File: src/design/alu_consts.svh
`ifndef ALU_CONSTS_SVH
`define ALU_CONSTS_SVH

////////////////////////////////////////////////////////////////////////////
// Register byte offsets on the AXI4-Lite port.
`define ALU_OFS_FLAGS     8'h00
`define ALU_OFS_RESULT    8'h04
`define ALU_OFS_STATUS    8'h08

////////////////////////////////////////////////////////////////////////////
// Field positions and reset values.
`define ALU_FLAGS_W       5
`define ALU_FLAGS_RST     5'h00
`define ALU_STAT_BUSY     0
`define ALU_RESP_OKAY     2'h0
`define ALU_RESP_SLVERR   2'h2

////////////////////////////////////////////////////////////////////////////
// Operand alignment shifts, decimal adjust and divider timing.
`define ALU_SH_B          5'h18
`define ALU_SH_W          5'h10
`define ALU_SH_L          5'h00
`define ALU_BCD_DIGIT_MAX 4'h9
`define ALU_BCD_BYTE_MAX  8'h99
`define ALU_BCD_FIX       4'h6
`define ALU_DIV_STEPS     6'h20

`endif

File: src/design/alu_pkg.sv
package alu_pkg;

	typedef enum logic [1:0] {
		sz_byte = 2'h0,
		sz_word = 2'h1,
		sz_long = 2'h2
	} alu_size_t;

	typedef enum logic [4:0] {
		op_add                = 5'h00,
		op_sub                = 5'h01,
		op_add_with_carry     = 5'h02,
		op_sub_with_carry     = 5'h03,
		op_incr               = 5'h04,
		op_decr_op            = 5'h05,
		op_fixed_step_add     = 5'h06,
		op_fixed_step_sub     = 5'h07,
		op_decimal_adjust_add = 5'h08,
		op_decimal_adjust_sub = 5'h09,
		op_unsigned_multiply  = 5'h0A,
		op_signed_multiply    = 5'h0B,
		op_unsigned_divide    = 5'h0C,
		op_signed_divide      = 5'h0D,
		op_compare_op         = 5'h0E,
		op_negate             = 5'h0F,
		op_zero_extend        = 5'h10,
		op_sign_extend        = 5'h11,
		op_and                = 5'h12,
		op_or                 = 5'h13,
		op_xor                = 5'h14,
		op_invert             = 5'h15
	} alu_op_t;

	typedef struct packed {
		logic h;
		logic n;
		logic z;
		logic v;
		logic c;
	} alu_flags_t;

	typedef struct packed {
		alu_op_t     op;
		alu_size_t   size;
		logic        use_imm;
		logic [1:0]  step;
		logic [31:0] dst;
		logic [31:0] src;
		logic [31:0] imm;
	} alu_req_t;

	typedef struct packed {
		logic        wr_en;
		logic [31:0] result;
		alu_flags_t  flags;
	} alu_rsp_t;

	typedef enum logic {
		st_idle = 1'b0,
		st_div  = 1'b1
	} alu_main_st_t;

	typedef enum logic [1:0] {
		dv_idle = 2'h0,
		dv_run  = 2'h1,
		dv_done = 2'h3
	} alu_div_st_t;

endpackage

File: src/design/alu_addsub.sv
`timescale 1ns/1ps
module alu_addsub
	import alu_pkg::*;
(
	input  wire logic [31:0] a,
	input  wire logic [31:0] b,
	input  wire logic        sub,
	input  wire logic        cin,
	input  wire logic [4:0]  sh,
	output logic [31:0]      res,
	output alu_flags_t       fl
);

	logic [31:0] aa;
	logic [31:0] bb;
	logic [32:0] sum;

	// Operands are moved to the top of the word so that carry, overflow and
	// half carry sit at the same bit positions for every operand size.
	always_comb begin
		aa = a << sh;
		bb = (sub ? ~b : b) << sh;
		sum = {1'b0, aa} + {1'b0, bb} + ({32'h0, cin ^ sub} << sh);
		res = sum[31:0] >> sh;
		fl.c = sum[32] ^ sub;
		fl.h = sum[28] ^ aa[28] ^ bb[28] ^ sub;
		fl.v = (aa[31] == bb[31]) && (sum[31] != aa[31]);
		fl.n = sum[31];
		fl.z = (res == 32'h0);
	end

endmodule // alu_addsub

File: src/design/alu_div.sv
`timescale 1ns/1ps
`include "alu_consts.svh"
module alu_div
	import alu_pkg::*;
(
	input  wire logic        ref_clk,
	input  wire logic        nrst,
	input  wire logic        start,
	input  wire logic [31:0] dividend,
	input  wire logic [15:0] divisor,
	output logic             busy,
	output logic             done,
	output logic [31:0]      quot,
	output logic [15:0]      rem
);

	alu_div_st_t st_q, st_d;
	logic [5:0]  cnt_q, cnt_d;
	logic [31:0] q_q, q_d;
	logic [15:0] r_q, r_d;
	logic [15:0] d_q, d_d;
	logic [17:0] trial;

	// Restoring division, one quotient bit per clock. A zero divisor gives
	// an all-ones quotient rather than a trap.
	always_comb begin
		st_d = st_q;
		cnt_d = cnt_q;
		q_d = q_q;
		r_d = r_q;
		d_d = d_q;
		trial = {1'b0, r_q, q_q[31]} - {2'h0, d_q};
		case (st_q)
			dv_idle: if (start) begin
				st_d = dv_run;
				cnt_d = `ALU_DIV_STEPS;
				q_d = dividend;
				r_d = 16'h0000;
				d_d = divisor;
			end
			dv_run: begin
				r_d = trial[17] ? {r_q[14:0], q_q[31]} : trial[15:0];
				q_d = {q_q[30:0], ~trial[17]};
				cnt_d = cnt_q - 6'h01;
				if (cnt_q == 6'h01)
					st_d = dv_done;
			end
			dv_done: st_d = dv_idle;
			default: st_d = dv_idle;
		endcase
	end

	always_ff @(posedge ref_clk or negedge nrst) begin
		if (!nrst) begin
			st_q <= dv_idle;
			cnt_q <= 6'h00;
			q_q <= 32'h0000_0000;
			r_q <= 16'h0000;
			d_q <= 16'h0000;
		end else begin
			st_q <= st_d;
			cnt_q <= cnt_d;
			q_q <= q_d;
			r_q <= r_d;
			d_q <= d_d;
		end
	end

	assign busy = (st_q != dv_idle);
	assign done = (st_q == dv_done);
	assign quot = q_q;
	assign rem = r_q;
endmodule // alu_div

File: src/design/alu_top.sv
// Behaviour
// - Add and subtract at byte, word, long; register or immediate source.
// - Carry add and carry subtract are byte only and include carry.
// - Increment and decrement step one or two; byte steps one only.
// - Fixed-step add and subtract change a 32-bit register by 1, 2, 4.
// - Decimal adjust corrects a byte into two packed BCD digits using flags.
// - Unsigned multiply gives 8x8 to 16 or 16x16 to 32 bits.
// - Signed multiply treats operands as two's complement, same sizes.
// - Unsigned divide gives quotient and remainder, 16/8 or 32/16.
// - Signed divide treats operands as two's complement, same widths.
// - Compare subtracts, updates only flags, leaves register unchanged.
// - Negate replaces the value by zero minus it at any size.
// - Zero extend fills the upper half of word or long with zeros.
// - Sign extend copies the low half's top bit into the upper half.
// - Bitwise AND of register with register or immediate, any size.
// - Bitwise OR of register with register or immediate, any size.
// - Bitwise XOR of register with register or immediate, any size.
// - Invert replaces register by its one's complement, any size.
// - Flag register holds H, N, Z, V, C; arithmetic except fixed-step and unsigned multiply updates, carry ops read.
//
// Local design decisions: the AXI4-Lite register port and the address map.
`timescale 1ns/1ps
`include "alu_consts.svh"
module alu_top
	import alu_pkg::*;
(
	input  wire logic        ref_clk,
	input  wire logic        nrst,
	input  wire logic        req_valid,
	output logic             req_ready,
	input  wire alu_req_t    req,
	output logic             rsp_valid,
	output alu_rsp_t         rsp,
	input  wire logic        s_axi_awvalid,
	output logic             s_axi_awready,
	input  wire logic [7:0]  s_axi_awaddr,
	input  wire logic        s_axi_wvalid,
	output logic             s_axi_wready,
	input  wire logic [31:0] s_axi_wdata,
	input  wire logic [3:0]  s_axi_wstrb,
	output logic             s_axi_bvalid,
	input  wire logic        s_axi_bready,
	output logic [1:0]       s_axi_bresp,
	input  wire logic        s_axi_arvalid,
	output logic             s_axi_arready,
	input  wire logic [7:0]  s_axi_araddr,
	output logic             s_axi_rvalid,
	input  wire logic        s_axi_rready,
	output logic [31:0]      s_axi_rdata,
	output logic [1:0]       s_axi_rresp
);

	function automatic logic [31:0] merge(input logic [31:0] old,
		input logic [31:0] v, input alu_size_t sz);
		case (sz)
			sz_byte: merge = {old[31:8], v[7:0]};
			sz_word: merge = {old[31:16], v[15:0]};
			default: merge = v;
		endcase
	endfunction

	function automatic logic [4:0] shamt(input alu_size_t sz);
		case (sz)
			sz_byte: shamt = `ALU_SH_B;
			sz_word: shamt = `ALU_SH_W;
			default: shamt = `ALU_SH_L;
		endcase
	endfunction

	function automatic alu_flags_t set_nz(input alu_flags_t f,
		input logic [31:0] v, input alu_size_t sz);
		logic [31:0] m;
		m = merge(32'h0, v, sz);
		set_nz = f;
		set_nz.z = (m == 32'h0);
		set_nz.n = m[31 - 32'(shamt(sz))];
	endfunction

	alu_main_st_t st_q, st_d;
	alu_req_t     hold_q, hold_d;
	alu_rsp_t     rsp_q, rsp_d;
	logic         rv_q, rv_d;
	alu_flags_t   flags_q, flags_d;

	logic         aw_v_q, aw_v_d, w_v_q, w_v_d;
	logic [7:0]   aw_a_q, aw_a_d;
	logic [31:0]  w_d_q, w_d_d;
	logic [3:0]   w_s_q, w_s_d;
	logic         bv_q, bv_d, rvl_q, rvl_d;
	logic [1:0]   br_q, br_d, rr_q, rr_d;
	logic [31:0]  rd_q, rd_d;
	logic         fl_wr;
	logic [31:0]  wd;

	logic         take, is_div, sgn, div_start, div_done, div_busy;
	logic [31:0]  bop, stp, fstp, a_in, b_in, ar_res, res_v, dvd;
	logic [31:0]  quot, dres;
	logic [15:0]  dvs, rem;
	logic [4:0]   sh_in;
	logic         sub_in, cin_in, wr, hi_fix, lo_fix, dneg, sneg;
	alu_size_t    mw;
	alu_flags_t   ar_fl, fl_n, dfl;
	logic [15:0]  mu8;
	logic [31:0]  mu16;
	logic signed [15:0] ms8;
	logic signed [31:0] ms16;

	////////////////////////////////////////////////////////////////////////
	// Operand steering for the shared adder.

	assign req_ready = (st_q == st_idle);
	assign take = req_valid && req_ready;
	assign is_div = (req.op == op_unsigned_divide) ||
		(req.op == op_signed_divide);
	assign bop = req.use_imm ? req.imm : req.src;
	// Byte size ignores the step code, so a byte step is always one.
	assign stp = (req.size == sz_byte || req.step == 2'h0) ? 32'h1
		: 32'h2;
	assign fstp = (req.step == 2'h0) ? 32'h1 : (req.step == 2'h1) ? 32'h2
		: 32'h4;

	always_comb begin
		a_in = req.dst;
		b_in = bop;
		sub_in = 1'b0;
		cin_in = 1'b0;
		sh_in = shamt(req.size);
		case (req.op)
			op_sub, op_compare_op: sub_in = 1'b1;
			op_add_with_carry: begin
				sh_in = `ALU_SH_B;
				cin_in = flags_q.c;
			end
			op_sub_with_carry: begin
				sh_in = `ALU_SH_B;
				sub_in = 1'b1;
				cin_in = flags_q.c;
			end
			op_incr: b_in = stp;
			op_decr_op: begin
				b_in = stp;
				sub_in = 1'b1;
			end
			op_fixed_step_add: begin
				b_in = fstp;
				sh_in = `ALU_SH_L;
			end
			op_fixed_step_sub: begin
				b_in = fstp;
				sh_in = `ALU_SH_L;
				sub_in = 1'b1;
			end
			op_negate: begin
				a_in = 32'h0;
				b_in = req.dst;
				sub_in = 1'b1;
			end
			default: ;
		endcase
	end

	alu_addsub u_addsub (
		.a   (a_in),
		.b   (b_in),
		.sub (sub_in),
		.cin (cin_in),
		.sh  (sh_in),
		.res (ar_res),
		.fl  (ar_fl)
	);

	////////////////////////////////////////////////////////////////////////
	// Single-cycle results and their flags.

	assign mu8 = req.dst[7:0] * req.src[7:0];
	assign mu16 = req.dst[15:0] * req.src[15:0];
	assign ms8 = $signed(req.dst[7:0]) * $signed(req.src[7:0]);
	assign ms16 = $signed(req.dst[15:0]) * $signed(req.src[15:0]);

	always_comb begin
		res_v = ar_res;
		mw = req.size;
		wr = 1'b1;
		// Set on every path so that no latch is inferred for the divider.
		sgn = (req.op == op_sign_extend) || (req.op == op_signed_divide);
		fl_n = flags_q;
		hi_fix = flags_q.c || (req.dst[7:0] > `ALU_BCD_BYTE_MAX);
		lo_fix = flags_q.h || (req.dst[3:0] > `ALU_BCD_DIGIT_MAX);
		case (req.op)
			op_add, op_sub, op_negate: fl_n = ar_fl;
			op_add_with_carry, op_sub_with_carry: begin
				mw = sz_byte;
				fl_n = ar_fl;
				// Zero only survives a chain of carry operations.
				fl_n.z = ar_fl.z && flags_q.z;
			end
			op_incr, op_decr_op: begin
				fl_n.n = ar_fl.n;
				fl_n.z = ar_fl.z;
				fl_n.v = ar_fl.v;
			end
			op_fixed_step_add, op_fixed_step_sub: mw = sz_long;
			op_compare_op: begin
				wr = 1'b0;
				fl_n = ar_fl;
			end
			op_decimal_adjust_add: begin
				mw = sz_byte;
				res_v = {24'h0, req.dst[7:0] + {hi_fix ? `ALU_BCD_FIX : 4'h0,
					lo_fix ? `ALU_BCD_FIX : 4'h0}};
				fl_n = set_nz(flags_q, res_v, sz_byte);
				fl_n.c = hi_fix;
			end
			op_decimal_adjust_sub: begin
				mw = sz_byte;
				res_v = {24'h0, req.dst[7:0] - {flags_q.c ? `ALU_BCD_FIX
					: 4'h0, flags_q.h ? `ALU_BCD_FIX : 4'h0}};
				fl_n = set_nz(flags_q, res_v, sz_byte);
			end
			op_unsigned_multiply: begin
				mw = (req.size == sz_byte) ? sz_word : sz_long;
				res_v = (req.size == sz_byte) ? {16'h0, mu8} : mu16;
			end
			op_signed_multiply: begin
				mw = (req.size == sz_byte) ? sz_word : sz_long;
				res_v = (req.size == sz_byte) ? {16'h0, ms8} : ms16;
				fl_n = set_nz(flags_q, res_v, mw);
			end
			op_zero_extend, op_sign_extend: begin
				if (req.size == sz_word)
					res_v = {16'h0, {8{sgn && req.dst[7]}}, req.dst[7:0]};
				else
					res_v = {{16{sgn && req.dst[15]}}, req.dst[15:0]};
				fl_n = set_nz(flags_q, res_v, req.size);
				fl_n.v = 1'b0;
			end
			op_and, op_or, op_xor, op_invert: begin
				case (req.op)
					op_and: res_v = req.dst & bop;
					op_or: res_v = req.dst | bop;
					op_xor: res_v = req.dst ^ bop;
					default: res_v = ~req.dst;
				endcase
				fl_n = set_nz(flags_q, res_v, req.size);
				fl_n.v = 1'b0;
			end
			default: wr = 1'b0;
		endcase
	end

	////////////////////////////////////////////////////////////////////////
	// Divide: magnitudes go to the divider, signs are restored afterwards.

	always_comb begin
		if (req.size == sz_byte) begin
			dvd = {16'h0, (sgn && req.dst[15]) ? ~req.dst[15:0] + 16'h1
				: req.dst[15:0]};
			dvs = {8'h0, (sgn && req.src[7]) ? ~req.src[7:0] + 8'h1
				: req.src[7:0]};
		end else begin
			dvd = (sgn && req.dst[31]) ? ~req.dst + 32'h1 : req.dst;
			dvs = (sgn && req.src[15]) ? ~req.src[15:0] + 16'h1
				: req.src[15:0];
		end
		dneg = (hold_q.op == op_signed_divide) && ((hold_q.size == sz_byte)
			? hold_q.dst[15] : hold_q.dst[31]);
		sneg = (hold_q.op == op_signed_divide) && ((hold_q.size == sz_byte)
			? hold_q.src[7] : hold_q.src[15]);
		dres = quot;
		if (dneg ^ sneg)
			dres = ~quot + 32'h1;
		if (hold_q.size == sz_byte)
			dres = {16'h0, dneg ? ~rem[7:0] + 8'h1 : rem[7:0], dres[7:0]};
		else
			dres = {dneg ? ~rem + 16'h1 : rem, dres[15:0]};
		dfl = flags_q;
		dfl.n = (hold_q.size == sz_byte) ? dres[7] : dres[15];
		dfl.z = (hold_q.size == sz_byte) ? (hold_q.src[7:0] == 8'h00)
			: (hold_q.src[15:0] == 16'h0000);
	end

	alu_div u_div (
		.ref_clk  (ref_clk),
		.nrst     (nrst),
		.start    (div_start),
		.dividend (dvd),
		.divisor  (dvs),
		.busy     (div_busy),
		.done     (div_done),
		.quot     (quot),
		.rem      (rem)
	);

	////////////////////////////////////////////////////////////////////////
	// Request sequencing, answer register and the flag register.

	always_comb begin
		st_d = st_q;
		hold_d = hold_q;
		rsp_d = rsp_q;
		rv_d = 1'b0;
		div_start = 1'b0;
		flags_d = fl_wr ? alu_flags_t'(wd[`ALU_FLAGS_W-1:0]) : flags_q;
		// An update from an operation wins over a software write.
		case (st_q)
			st_idle: if (req_valid) begin
				hold_d = req;
				if (is_div) begin
					st_d = st_div;
					div_start = 1'b1;
				end else begin
					rv_d = 1'b1;
					rsp_d.wr_en = wr;
					rsp_d.result = wr ? merge(req.dst, res_v, mw)
						: req.dst;
					rsp_d.flags = fl_n;
					flags_d = fl_n;
				end
			end
			st_div: if (div_done) begin
				st_d = st_idle;
				rv_d = 1'b1;
				rsp_d.wr_en = 1'b1;
				rsp_d.result = merge(hold_q.dst, dres,
					(hold_q.size == sz_byte) ? sz_word : sz_long);
				rsp_d.flags = dfl;
				flags_d = dfl;
			end
			default: st_d = st_idle;
		endcase
	end

	always_ff @(posedge ref_clk or negedge nrst) begin
		if (!nrst) begin
			st_q <= st_idle;
			hold_q <= '0;
			rsp_q <= '0;
			rv_q <= 1'b0;
			flags_q <= alu_flags_t'(`ALU_FLAGS_RST);
		end else begin
			st_q <= st_d;
			hold_q <= hold_d;
			rsp_q <= rsp_d;
			rv_q <= rv_d;
			flags_q <= flags_d;
		end
	end

	assign rsp_valid = rv_q;
	assign rsp = rsp_q;

	////////////////////////////////////////////////////////////////////////
	// AXI4-Lite slave: flags read/write, last result and status read only.

	assign s_axi_awready = !aw_v_q && !bv_q;
	assign s_axi_wready = !w_v_q && !bv_q;
	assign s_axi_arready = !rvl_q;

	always_comb begin
		aw_v_d = aw_v_q || (s_axi_awvalid && s_axi_awready);
		aw_a_d = aw_v_q ? aw_a_q : s_axi_awaddr;
		w_v_d = w_v_q || (s_axi_wvalid && s_axi_wready);
		w_d_d = w_v_q ? w_d_q : s_axi_wdata;
		w_s_d = w_v_q ? w_s_q : s_axi_wstrb;
		wd = w_d_d;
		bv_d = bv_q && !s_axi_bready;
		br_d = br_q;
		fl_wr = 1'b0;
		if (aw_v_d && w_v_d && !bv_q) begin
			aw_v_d = 1'b0;
			w_v_d = 1'b0;
			bv_d = 1'b1;
			br_d = (aw_a_d == `ALU_OFS_FLAGS) ? `ALU_RESP_OKAY
				: `ALU_RESP_SLVERR;
			fl_wr = (aw_a_d == `ALU_OFS_FLAGS) && w_s_d[0];
		end
		rvl_d = rvl_q && !s_axi_rready;
		rd_d = rd_q;
		rr_d = rr_q;
		if (s_axi_arvalid && s_axi_arready) begin
			rvl_d = 1'b1;
			rr_d = `ALU_RESP_OKAY;
			rd_d = 32'h0;
			case (s_axi_araddr)
				`ALU_OFS_FLAGS: rd_d[`ALU_FLAGS_W-1:0] = flags_q;
				`ALU_OFS_RESULT: rd_d = rsp_q.result;
				`ALU_OFS_STATUS: rd_d[`ALU_STAT_BUSY] = div_busy;
				default: rr_d = `ALU_RESP_SLVERR;
			endcase
		end
	end

	always_ff @(posedge ref_clk or negedge nrst) begin
		if (!nrst) begin
			aw_v_q <= 1'b0;
			aw_a_q <= 8'h00;
			w_v_q <= 1'b0;
			w_d_q <= 32'h0000_0000;
			w_s_q <= 4'h0;
			bv_q <= 1'b0;
			br_q <= 2'h0;
			rvl_q <= 1'b0;
			rd_q <= 32'h0000_0000;
			rr_q <= 2'h0;
		end else begin
			aw_v_q <= aw_v_d;
			aw_a_q <= aw_a_d;
			w_v_q <= w_v_d;
			w_d_q <= w_d_d;
			w_s_q <= w_s_d;
			bv_q <= bv_d;
			br_q <= br_d;
			rvl_q <= rvl_d;
			rd_q <= rd_d;
			rr_q <= rr_d;
		end
	end

	assign s_axi_bvalid = bv_q;
	assign s_axi_bresp = br_q;
	assign s_axi_rvalid = rvl_q;
	assign s_axi_rdata = rd_q;
	assign s_axi_rresp = rr_q;
endmodule // alu_top

File: config.mk
export PLATFORM = sky130hd
export DESIGN_NAME = alu_top
export DESIGN_NICKNAME = d
export VERILOG_FILES = /design/src/design/alu_pkg.sv /design/src/design/alu_addsub.sv /design/src/design/alu_div.sv /design/src/design/alu_top.sv
export VERILOG_INCLUDE_DIRS = /design/src /design/src/design
export SDC_FILE = /design/constraint.sdc
export NUM_CORES = 2
export LEC_CHECK = 0
export BUFFER_PORTS_ARGS = -buffer_cell sky130_fd_sc_hd__buf_2
export CORE_ASPECT_RATIO = 0.9
export CORE_MARGIN = 4
export CORE_UTILIZATION = 25
export CTS_BUF_LIST = sky130_fd_sc_hd__clkbuf_16
export DETAILED_ROUTE_END_ITERATION = 6
export SYNTH_ARGS = -nofsm -noshare
export SYNTH_HDL_FRONTEND = slang
export SYNTH_HIERARCHICAL = 1
export SYNTH_SLANG_ARGS = --single-unit
File: constraint.sdc
create_clock -name ref_clk -period 5.36 [get_ports ref_clk]
set_input_delay 0.536 -clock ref_clk [delete_from_list [all_inputs] [get_ports ref_clk]]
set_output_delay 0.536 -clock ref_clk [all_outputs]
set_load 0.01 [all_outputs]
# Yosys cells after proc, flatten, opt, wreduce, memory -nomap -nowiden

Index checks and enable logic that the tools add are counted.

Flip-flop bits (word level): 226
Output and inout bits: 81
Logic and storage cells: 303

Multipliers: 4
Equal/unequal tests: 40
Add/sub/neg operators: 18
Order comparisons: 7
Bitwise operators: 19
Mux-type cells: 109
Reduce and logical (&&, ||, !) cells: 69
Shift operators: 4

Operators with widths:

| kind                                                 | count |
|---|---|
| 2-to-1 mux 32 bit                                    | 16 |
| one-hot mux 32 bit (2 select lines)                  | 6 |
| zero test 32 bit                                     | 6 |
| one-hot mux 32 bit (3 select lines)                  | 2 |
| one-hot mux 32 bit (6 select lines)                  | 1 |
| < comparator 32 x 6 -> 1 bit (second input constant) | 5 |
| 2-to-1 mux 38 bit                                    | 3 |
| 2-to-1 mux 16 bit                                    | 7 |
| one-hot mux 38 bit (2 select lines)                  | 1 |
| adder 16 x 1 -> 16 bit (second input constant)       | 4 |
| multiplier 16 x 16 -> 32 bit                         | 2 |
| inverter 16 bit                                      | 4 |
| inverter 32 bit                                      | 2 |
| left shift 32 x 5 -> 32 bit                          | 2 |
| 2-to-1 mux 5 bit                                     | 10 |
| == test 5 x 4 -> 1 bit (second input constant)       | 9 |
| one-hot mux 5 bit (2 select lines)                   | 4 |
| adder 32 x 32 -> 33 bit                              | 1 |
| adder 33 bit                                         | 1 |
| left shift 1 x 5 -> 33 bit                           | 1 |
| adder 32 x 1 -> 32 bit (second input constant)       | 1 |
| AND 32 bit                                           | 1 |
| multiplier 8 x 8 -> 16 bit                           | 2 |
| bitwise OR 32 bit                                    | 1 |
| other kinds (56)                                     | 178 |

# Logic depth before layout (Yosys ltp)

Depth after elaboration: 16
Mapped depth: 39

# By module

The synthesis kept the hierarchy.

By module, submodules not included:

| module     | instances | seq. area each (um^2) | area an instance (um^2) | cells an instance |
|---|---|---|---|---|
| alu_top    | 1         | 3,428.3               | 31,093.6                | 3,689 |
| alu_addsub | 1         | 0.0                   | 8,866.0                 | 1,292 |
| alu_div    | 1         | 1,801.7               | 4,108.9                 | 449 |

# Least setup slack after synthesis

OpenSTA, ideal clock, no wires.

Path kind: input to register
Start point: in req[101] in the netlist's numbering
End point: reg flags_q[2] in the netlist's numbering
Data required time: 5.228 ns
Arrival time: 7.844 ns
Setup time: 0.132 ns
Stages: 34
Slack: -2.616 ns
Buffers on the path: 8
Cell sequence: buf_2 -> buf_2 -> buf_1 -> nand2b_1 -> a21oi_1 -> clkbuf_1 -> buf_1 -> buf_1 -> buf_1 -> xnor2_1 -> nor2_1 -> nand2_1 -> fa_1 -> inv_1 -> ha_1 -> buf_2 -> a21oi_1 -> o21ai_0 -> a21oi_1 -> o311ai_0 -> a211oi_1 -> mux2_2 -> a2bb2o_1 -> or3_1 -> a22oi_1 -> nor4b_1 -> o2111ai_1 -> nor4_2 -> a31oi_1 -> nand2_1 -> a221oi_2 -> o22ai_2 -> a41oi_2 -> o21ai_1

RTL lines:

| element              | RTL line       | source |
|---|---|---|
| from (decl)          | alu_top.sv:31  | `input wire alu_req_t req,` |
| to (signal assigned) | alu_top.sv:339 | `` flags_q <= alu_flags_t'(`ALU_FLAGS_RST); `` |
| to (signal assigned) | alu_top.sv:345 | `flags_q <= flags_d;` |
| to (decl)            | alu_top.sv:83  | `alu_flags_t flags_q, flags_d;` |

==> flow_metrics.env <==
export IMPL_cell_internal_pwr_mw=26.0
export IMPL_power_per_cell_area_nw_per_um2=811
export IMPL_grt_start_max_net_pins=126
export IMPL_dpl_cell_area_sq_um=56900
export IMPL_seq_power_share_pct=3.3
export IMPL_drtAntennaViolNets=0
export IMPL_timing_hold_violations_final=0
export IMPL_ys_dominant_reg_cell="sky130_fd_sc_hd__dfrtp_1"
export IMPL_timing_critical_path_fanout_max=5
export IMPL_nets=7698
export IMPL_failing_checks="DRC, setup timing"
export IMPL_dr_total_vias=46875
export IMPL_hold_depth=2
export IMPL_worst_path_largest_cell_delay_ns=0.57
export IMPL_status="finished with violations"
export IMPL_ctsRootBufferMaster="sky130_fd_sc_hd__clkbuf_16"
export IMPL_tritoncts_clock_tree="yes"
export IMPL_dp_hpwl_um=174000
export IMPL_drcViolationCount=6
export IMPL_die_width_um=451
export IMPL_drv_max_cap_violation_count=0
export IMPL_avgRoutedWirePerCell_um=23.6
export IMPL_transition_time_at_the_pin_with_the_least_slew_margin_ns=1.30
export IMPL_dp_cells=8890
export IMPL_ys_seq_area_share_pct=11.9
export IMPL_max_vdd_ir_drop_mv=1.60
export IMPL_power_net_switching_mw=24.8
export IMPL_yosys_cell_types_count=122
export IMPL_design_core_area_sq_um=174000
export IMPL_grt_pass1_vias=47115
export IMPL_synthToLayoutAreaGrowth_pct=42.4
export IMPL_cp_depth=38
export IMPL_global_route_wire_length_before_repair_um=314000
export IMPL_tritoncts_num_buffers=24
export IMPL_drt_iter0_drcs=4416
export IMPL_syn_mean_instance_area_sq_um=8.12
export IMPL_routed_wl_um=214000
export IMPL_globalRouteTotalUtil_pct=22.7
export IMPL_crit_type="in -> reg"
export IMPL_final_area_sq_um=62800
export IMPL_min_period_ns=6.56
export IMPL_cpMostUsedCell="sky130_fd_sc_hd__buf_12"
export IMPL_syn_inst=5430
export IMPL_die_ar_sq_um=183000
export IMPL_floorplan_initialDensity_pct=25.3
export IMPL_critical_path_arrival_ns=7.08
export IMPL_netlist_area_sq_um=44100
export IMPL_ctsLongestPathBuffers=3
export IMPL_worst_slack_ns=-1.20
export IMPL_hp_class="in -> reg"
export IMPL_clk_pin_slew_worst_paths_ns=0.06
export IMPL_antenna_found_initial=13
export IMPL_report_final_setup_viol=41
export IMPL_drt_pass1_iterations=7
export IMPL_fraction_of_registers_with_async_set_reset_pct=100
export IMPL_number_of_synthesized_flops_with_an_enable_pin=0
export IMPL_clock_tree_htree_level_count=1
export IMPL_port_buffer_count=214
export IMPL_clock_skew_ns=0.0208
export IMPL_num_io_pins=247
export IMPL_worst_path_max_delay_cell="sky130_fd_sc_hd__fa_1"
export IMPL_worstPathBufferInverterCount=9
export IMPL_row_count=145
export IMPL_p_leak_nw=29.6
export IMPL_crit_required_ns=5.88
export IMPL_grt_ovfl_total=0
export IMPL_clock_sinks=209
export IMPL_power_share_combinational_pct=93.2
export IMPL_kind_of_start_point_of_the_critical_path="input pin"
export IMPL_rr_worst_depth=29
export IMPL_finish_cell_count_without_fillers=9090
export IMPL_routed_via_density=5.16
export IMPL_synth_yosys_warnings=6
export IMPL_chip_height_um=406
export IMPL_ys_ff_latch=209
export IMPL_maxClockFrequency_ghz=0.153
export IMPL_timing_setup_tns_ns=-25.42
export IMPL_max_slew_margin_rel_pct=13.3
export IMPL_end_kind="flip-flop"
export IMPL_clkPwrFrac_pct=3.5
export IMPL_hold_ws_ns=0.113
export IMPL_place_congestion=1.02
export IMPL_power_share_switching_pct=48.8
export IMPL_post_layout_total_power_mw=50.9
export IMPL_final_layout_size_suffix_gt1_share_pct=35.1
export IMPL_clock_insertion_delay_worst_skew_ns=0.60
export IMPL_grt_setup_unrepaired="true"
export IMPL_place_ws_ns=-2.34
export IMPL_slew_viol_final=0
export IMPL_post_route_util_pct=36.0
export IMPL_timing_critical_path_max_delay_family="compound AO/OA/AOI/OAI gates"
export IMPL_post_route_period_util_pct=122
==> power groups by stage <==
stage,combinational (mW),clock (mW),sequential (mW)
final,47.4,1.79,1.69
after CTS,43.0,1.83,1.69
after detailed placement,37.7,0,1.72
after global placement,37.4,0,1.71
after floorplan,20.3,0,1.69
after global routing,50.7,1.89,1.69
==> flip-flops by register name, summed over array words and instances (netlist names), 3 cells and up <==
register,count
hold_q,40
rsp,38
s_axi_rdata,32
u_div/quot,32
u_div/d_q,16
u_div/rem,16
aw_a_q,8
u_div/cnt_q,6
w_d_q,5
dfl,3
==> logic make-up after synthesis <==
| group | synth area share (%) |
|---|---|
| xor+xnor | 4.53 |
| other cells | 0.00851 |
| buf+inv | 9.47 |
| flops | 11.9 |
| simple gates | 16.3 |
| compound gates | 20.0 |
| mux | 6.19 |
| fa+ha+maj | 31.6 |
==> per-layer routing <==
metal | share of wire (%) | track usage (%) | vias to the layer above
li1 | - | - | 21021
met1 | 42 | 30.3 | 23414
met2 | 44 | 35.4 | 1998
met3 | 7.0 | 3.53 | 442
met4 | 6.9 | 12.3 | 0
met5 | 0 | 0 | -
==> synth_stat cells, types with 42 or more instances <==
cell | count | area (sq um)
sky130_fd_sc_hd__fa_1 | 487 | 9750
sky130_fd_sc_hd__mux2_2 | 71 | 800
sky130_fd_sc_hd__a21o_1 | 59 | 443
sky130_fd_sc_hd__a22o_1 | 42 | 368
sky130_fd_sc_hd__clkbuf_1 | 235 | 882
sky130_fd_sc_hd__o211ai_1 | 53 | 398
sky130_fd_sc_hd__mux4_2 | 42 | 946
sky130_fd_sc_hd__mux2i_1 | 98 | 981
sky130_fd_sc_hd__a22oi_1 | 48 | 360
sky130_fd_sc_hd__o21ai_0 | 334 | 1670
sky130_fd_sc_hd__a21oi_1 | 266 | 1330
sky130_fd_sc_hd__xnor2_1 | 150 | 1310
sky130_fd_sc_hd__nand3_1 | 114 | 571
sky130_fd_sc_hd__inv_1 | 748 | 2810
sky130_fd_sc_hd__ha_1 | 335 | 4190
sky130_fd_sc_hd__nor3_1 | 74 | 370
sky130_fd_sc_hd__dfrtp_1 | 209 | 5230
sky130_fd_sc_hd__xor2_1 | 78 | 683
sky130_fd_sc_hd__nand2_1 | 713 | 2680
sky130_fd_sc_hd__a211oi_1 | 61 | 458
sky130_fd_sc_hd__a31oi_1 | 58 | 363
sky130_fd_sc_hd__and2_1 | 121 | 757
sky130_fd_sc_hd__nor2_1 | 303 | 1140
sky130_fd_sc_hd__buf_1 | 43 | 161
==> layout by cell type, fill, tap and decap left out, types with 25 or more instances in the layout <==
cell type                   netlist  final
sky130_fd_sc_hd__nand2b_1        35     33
sky130_fd_sc_hd__a21o_1          59     59
sky130_fd_sc_hd__fa_2             0     28
sky130_fd_sc_hd__nor2_1         303    264
sky130_fd_sc_hd__mux2i_1         98     84
sky130_fd_sc_hd__a22oi_1         48     44
sky130_fd_sc_hd__ha_1           335    284
sky130_fd_sc_hd__ha_4             0     48
sky130_fd_sc_hd__xor2_1          78     71
sky130_fd_sc_hd__xnor2_1        150    127
sky130_fd_sc_hd__o211ai_1        53     53
sky130_fd_sc_hd__o22ai_1         35     27
sky130_fd_sc_hd__inv_1          748    710
sky130_fd_sc_hd__o21ai_1         22     67
sky130_fd_sc_hd__a31oi_1         58     44
sky130_fd_sc_hd__clkbuf_16        0     25
sky130_fd_sc_hd__dfrtp_1        209    209
sky130_fd_sc_hd__a21oi_1        266    194
sky130_fd_sc_hd__buf_4            7   1222
sky130_fd_sc_hd__mux4_2          42     42
sky130_fd_sc_hd__nor3_1          74     67
sky130_fd_sc_hd__mux2_2          71     59
sky130_fd_sc_hd__inv_2            1     43
sky130_fd_sc_hd__buf_2           34    186
sky130_fd_sc_hd__nand2_2          2     29
sky130_fd_sc_hd__buf_12           0     49
sky130_fd_sc_hd__buf_6            6     90
sky130_fd_sc_hd__o21ai_2          1     59
sky130_fd_sc_hd__o21a_1          29     25
sky130_fd_sc_hd__a21oi_2          3     55
sky130_fd_sc_hd__nand3_1        114    100
sky130_fd_sc_hd__o21ai_0        334    219
sky130_fd_sc_hd__a22o_1          42     42
sky130_fd_sc_hd__fa_1           487    459
sky130_fd_sc_hd__a211oi_1        61     40
sky130_fd_sc_hd__and2_1         121    100
sky130_fd_sc_hd__nand2_1        713    676
==> timing repair <==
action,4_1_cts,5_1_grt
buffers inserted,111,56
gates cloned,11,1
hold buffers,1,0
pin swaps,227,209
gates resized for setup,551,279
setup endpoints to repair,42,42
hold endpoints to repair,10,0
==> layout make-up <==
class,instances,area [sq um]
fillers,17882,112000
multi-input cells,4149,38300
repair buffers,1569,12600
flip-flops and latches,209,5230
well taps,2352,2940
inverters,757,2850
clock buffers,24,601
clock inverters,17,209
diodes,13,32.5
==> worst paths after layout <==
| check | from | endpoint | slack (ns) |
|---|---|---|---|
| min in group asynchronous | nrst | u_div/d_q[11] | 0.59 |
| setup / recovery | req[103] | flags_q[2] | -1.20 |
| hold reg to reg | s_axi_rresp[1] | s_axi_rresp[1] | 0.47 |
| hold / removal | s_axi_bready | s_axi_bvalid | 0.11 |
| setup reg to reg | dfl[0] | flags_q[2] | -0.48 |
| max in group asynchronous | nrst | rsp[4] | 3.60 |
Note: power is estimated with default switching activity, not from simulation.
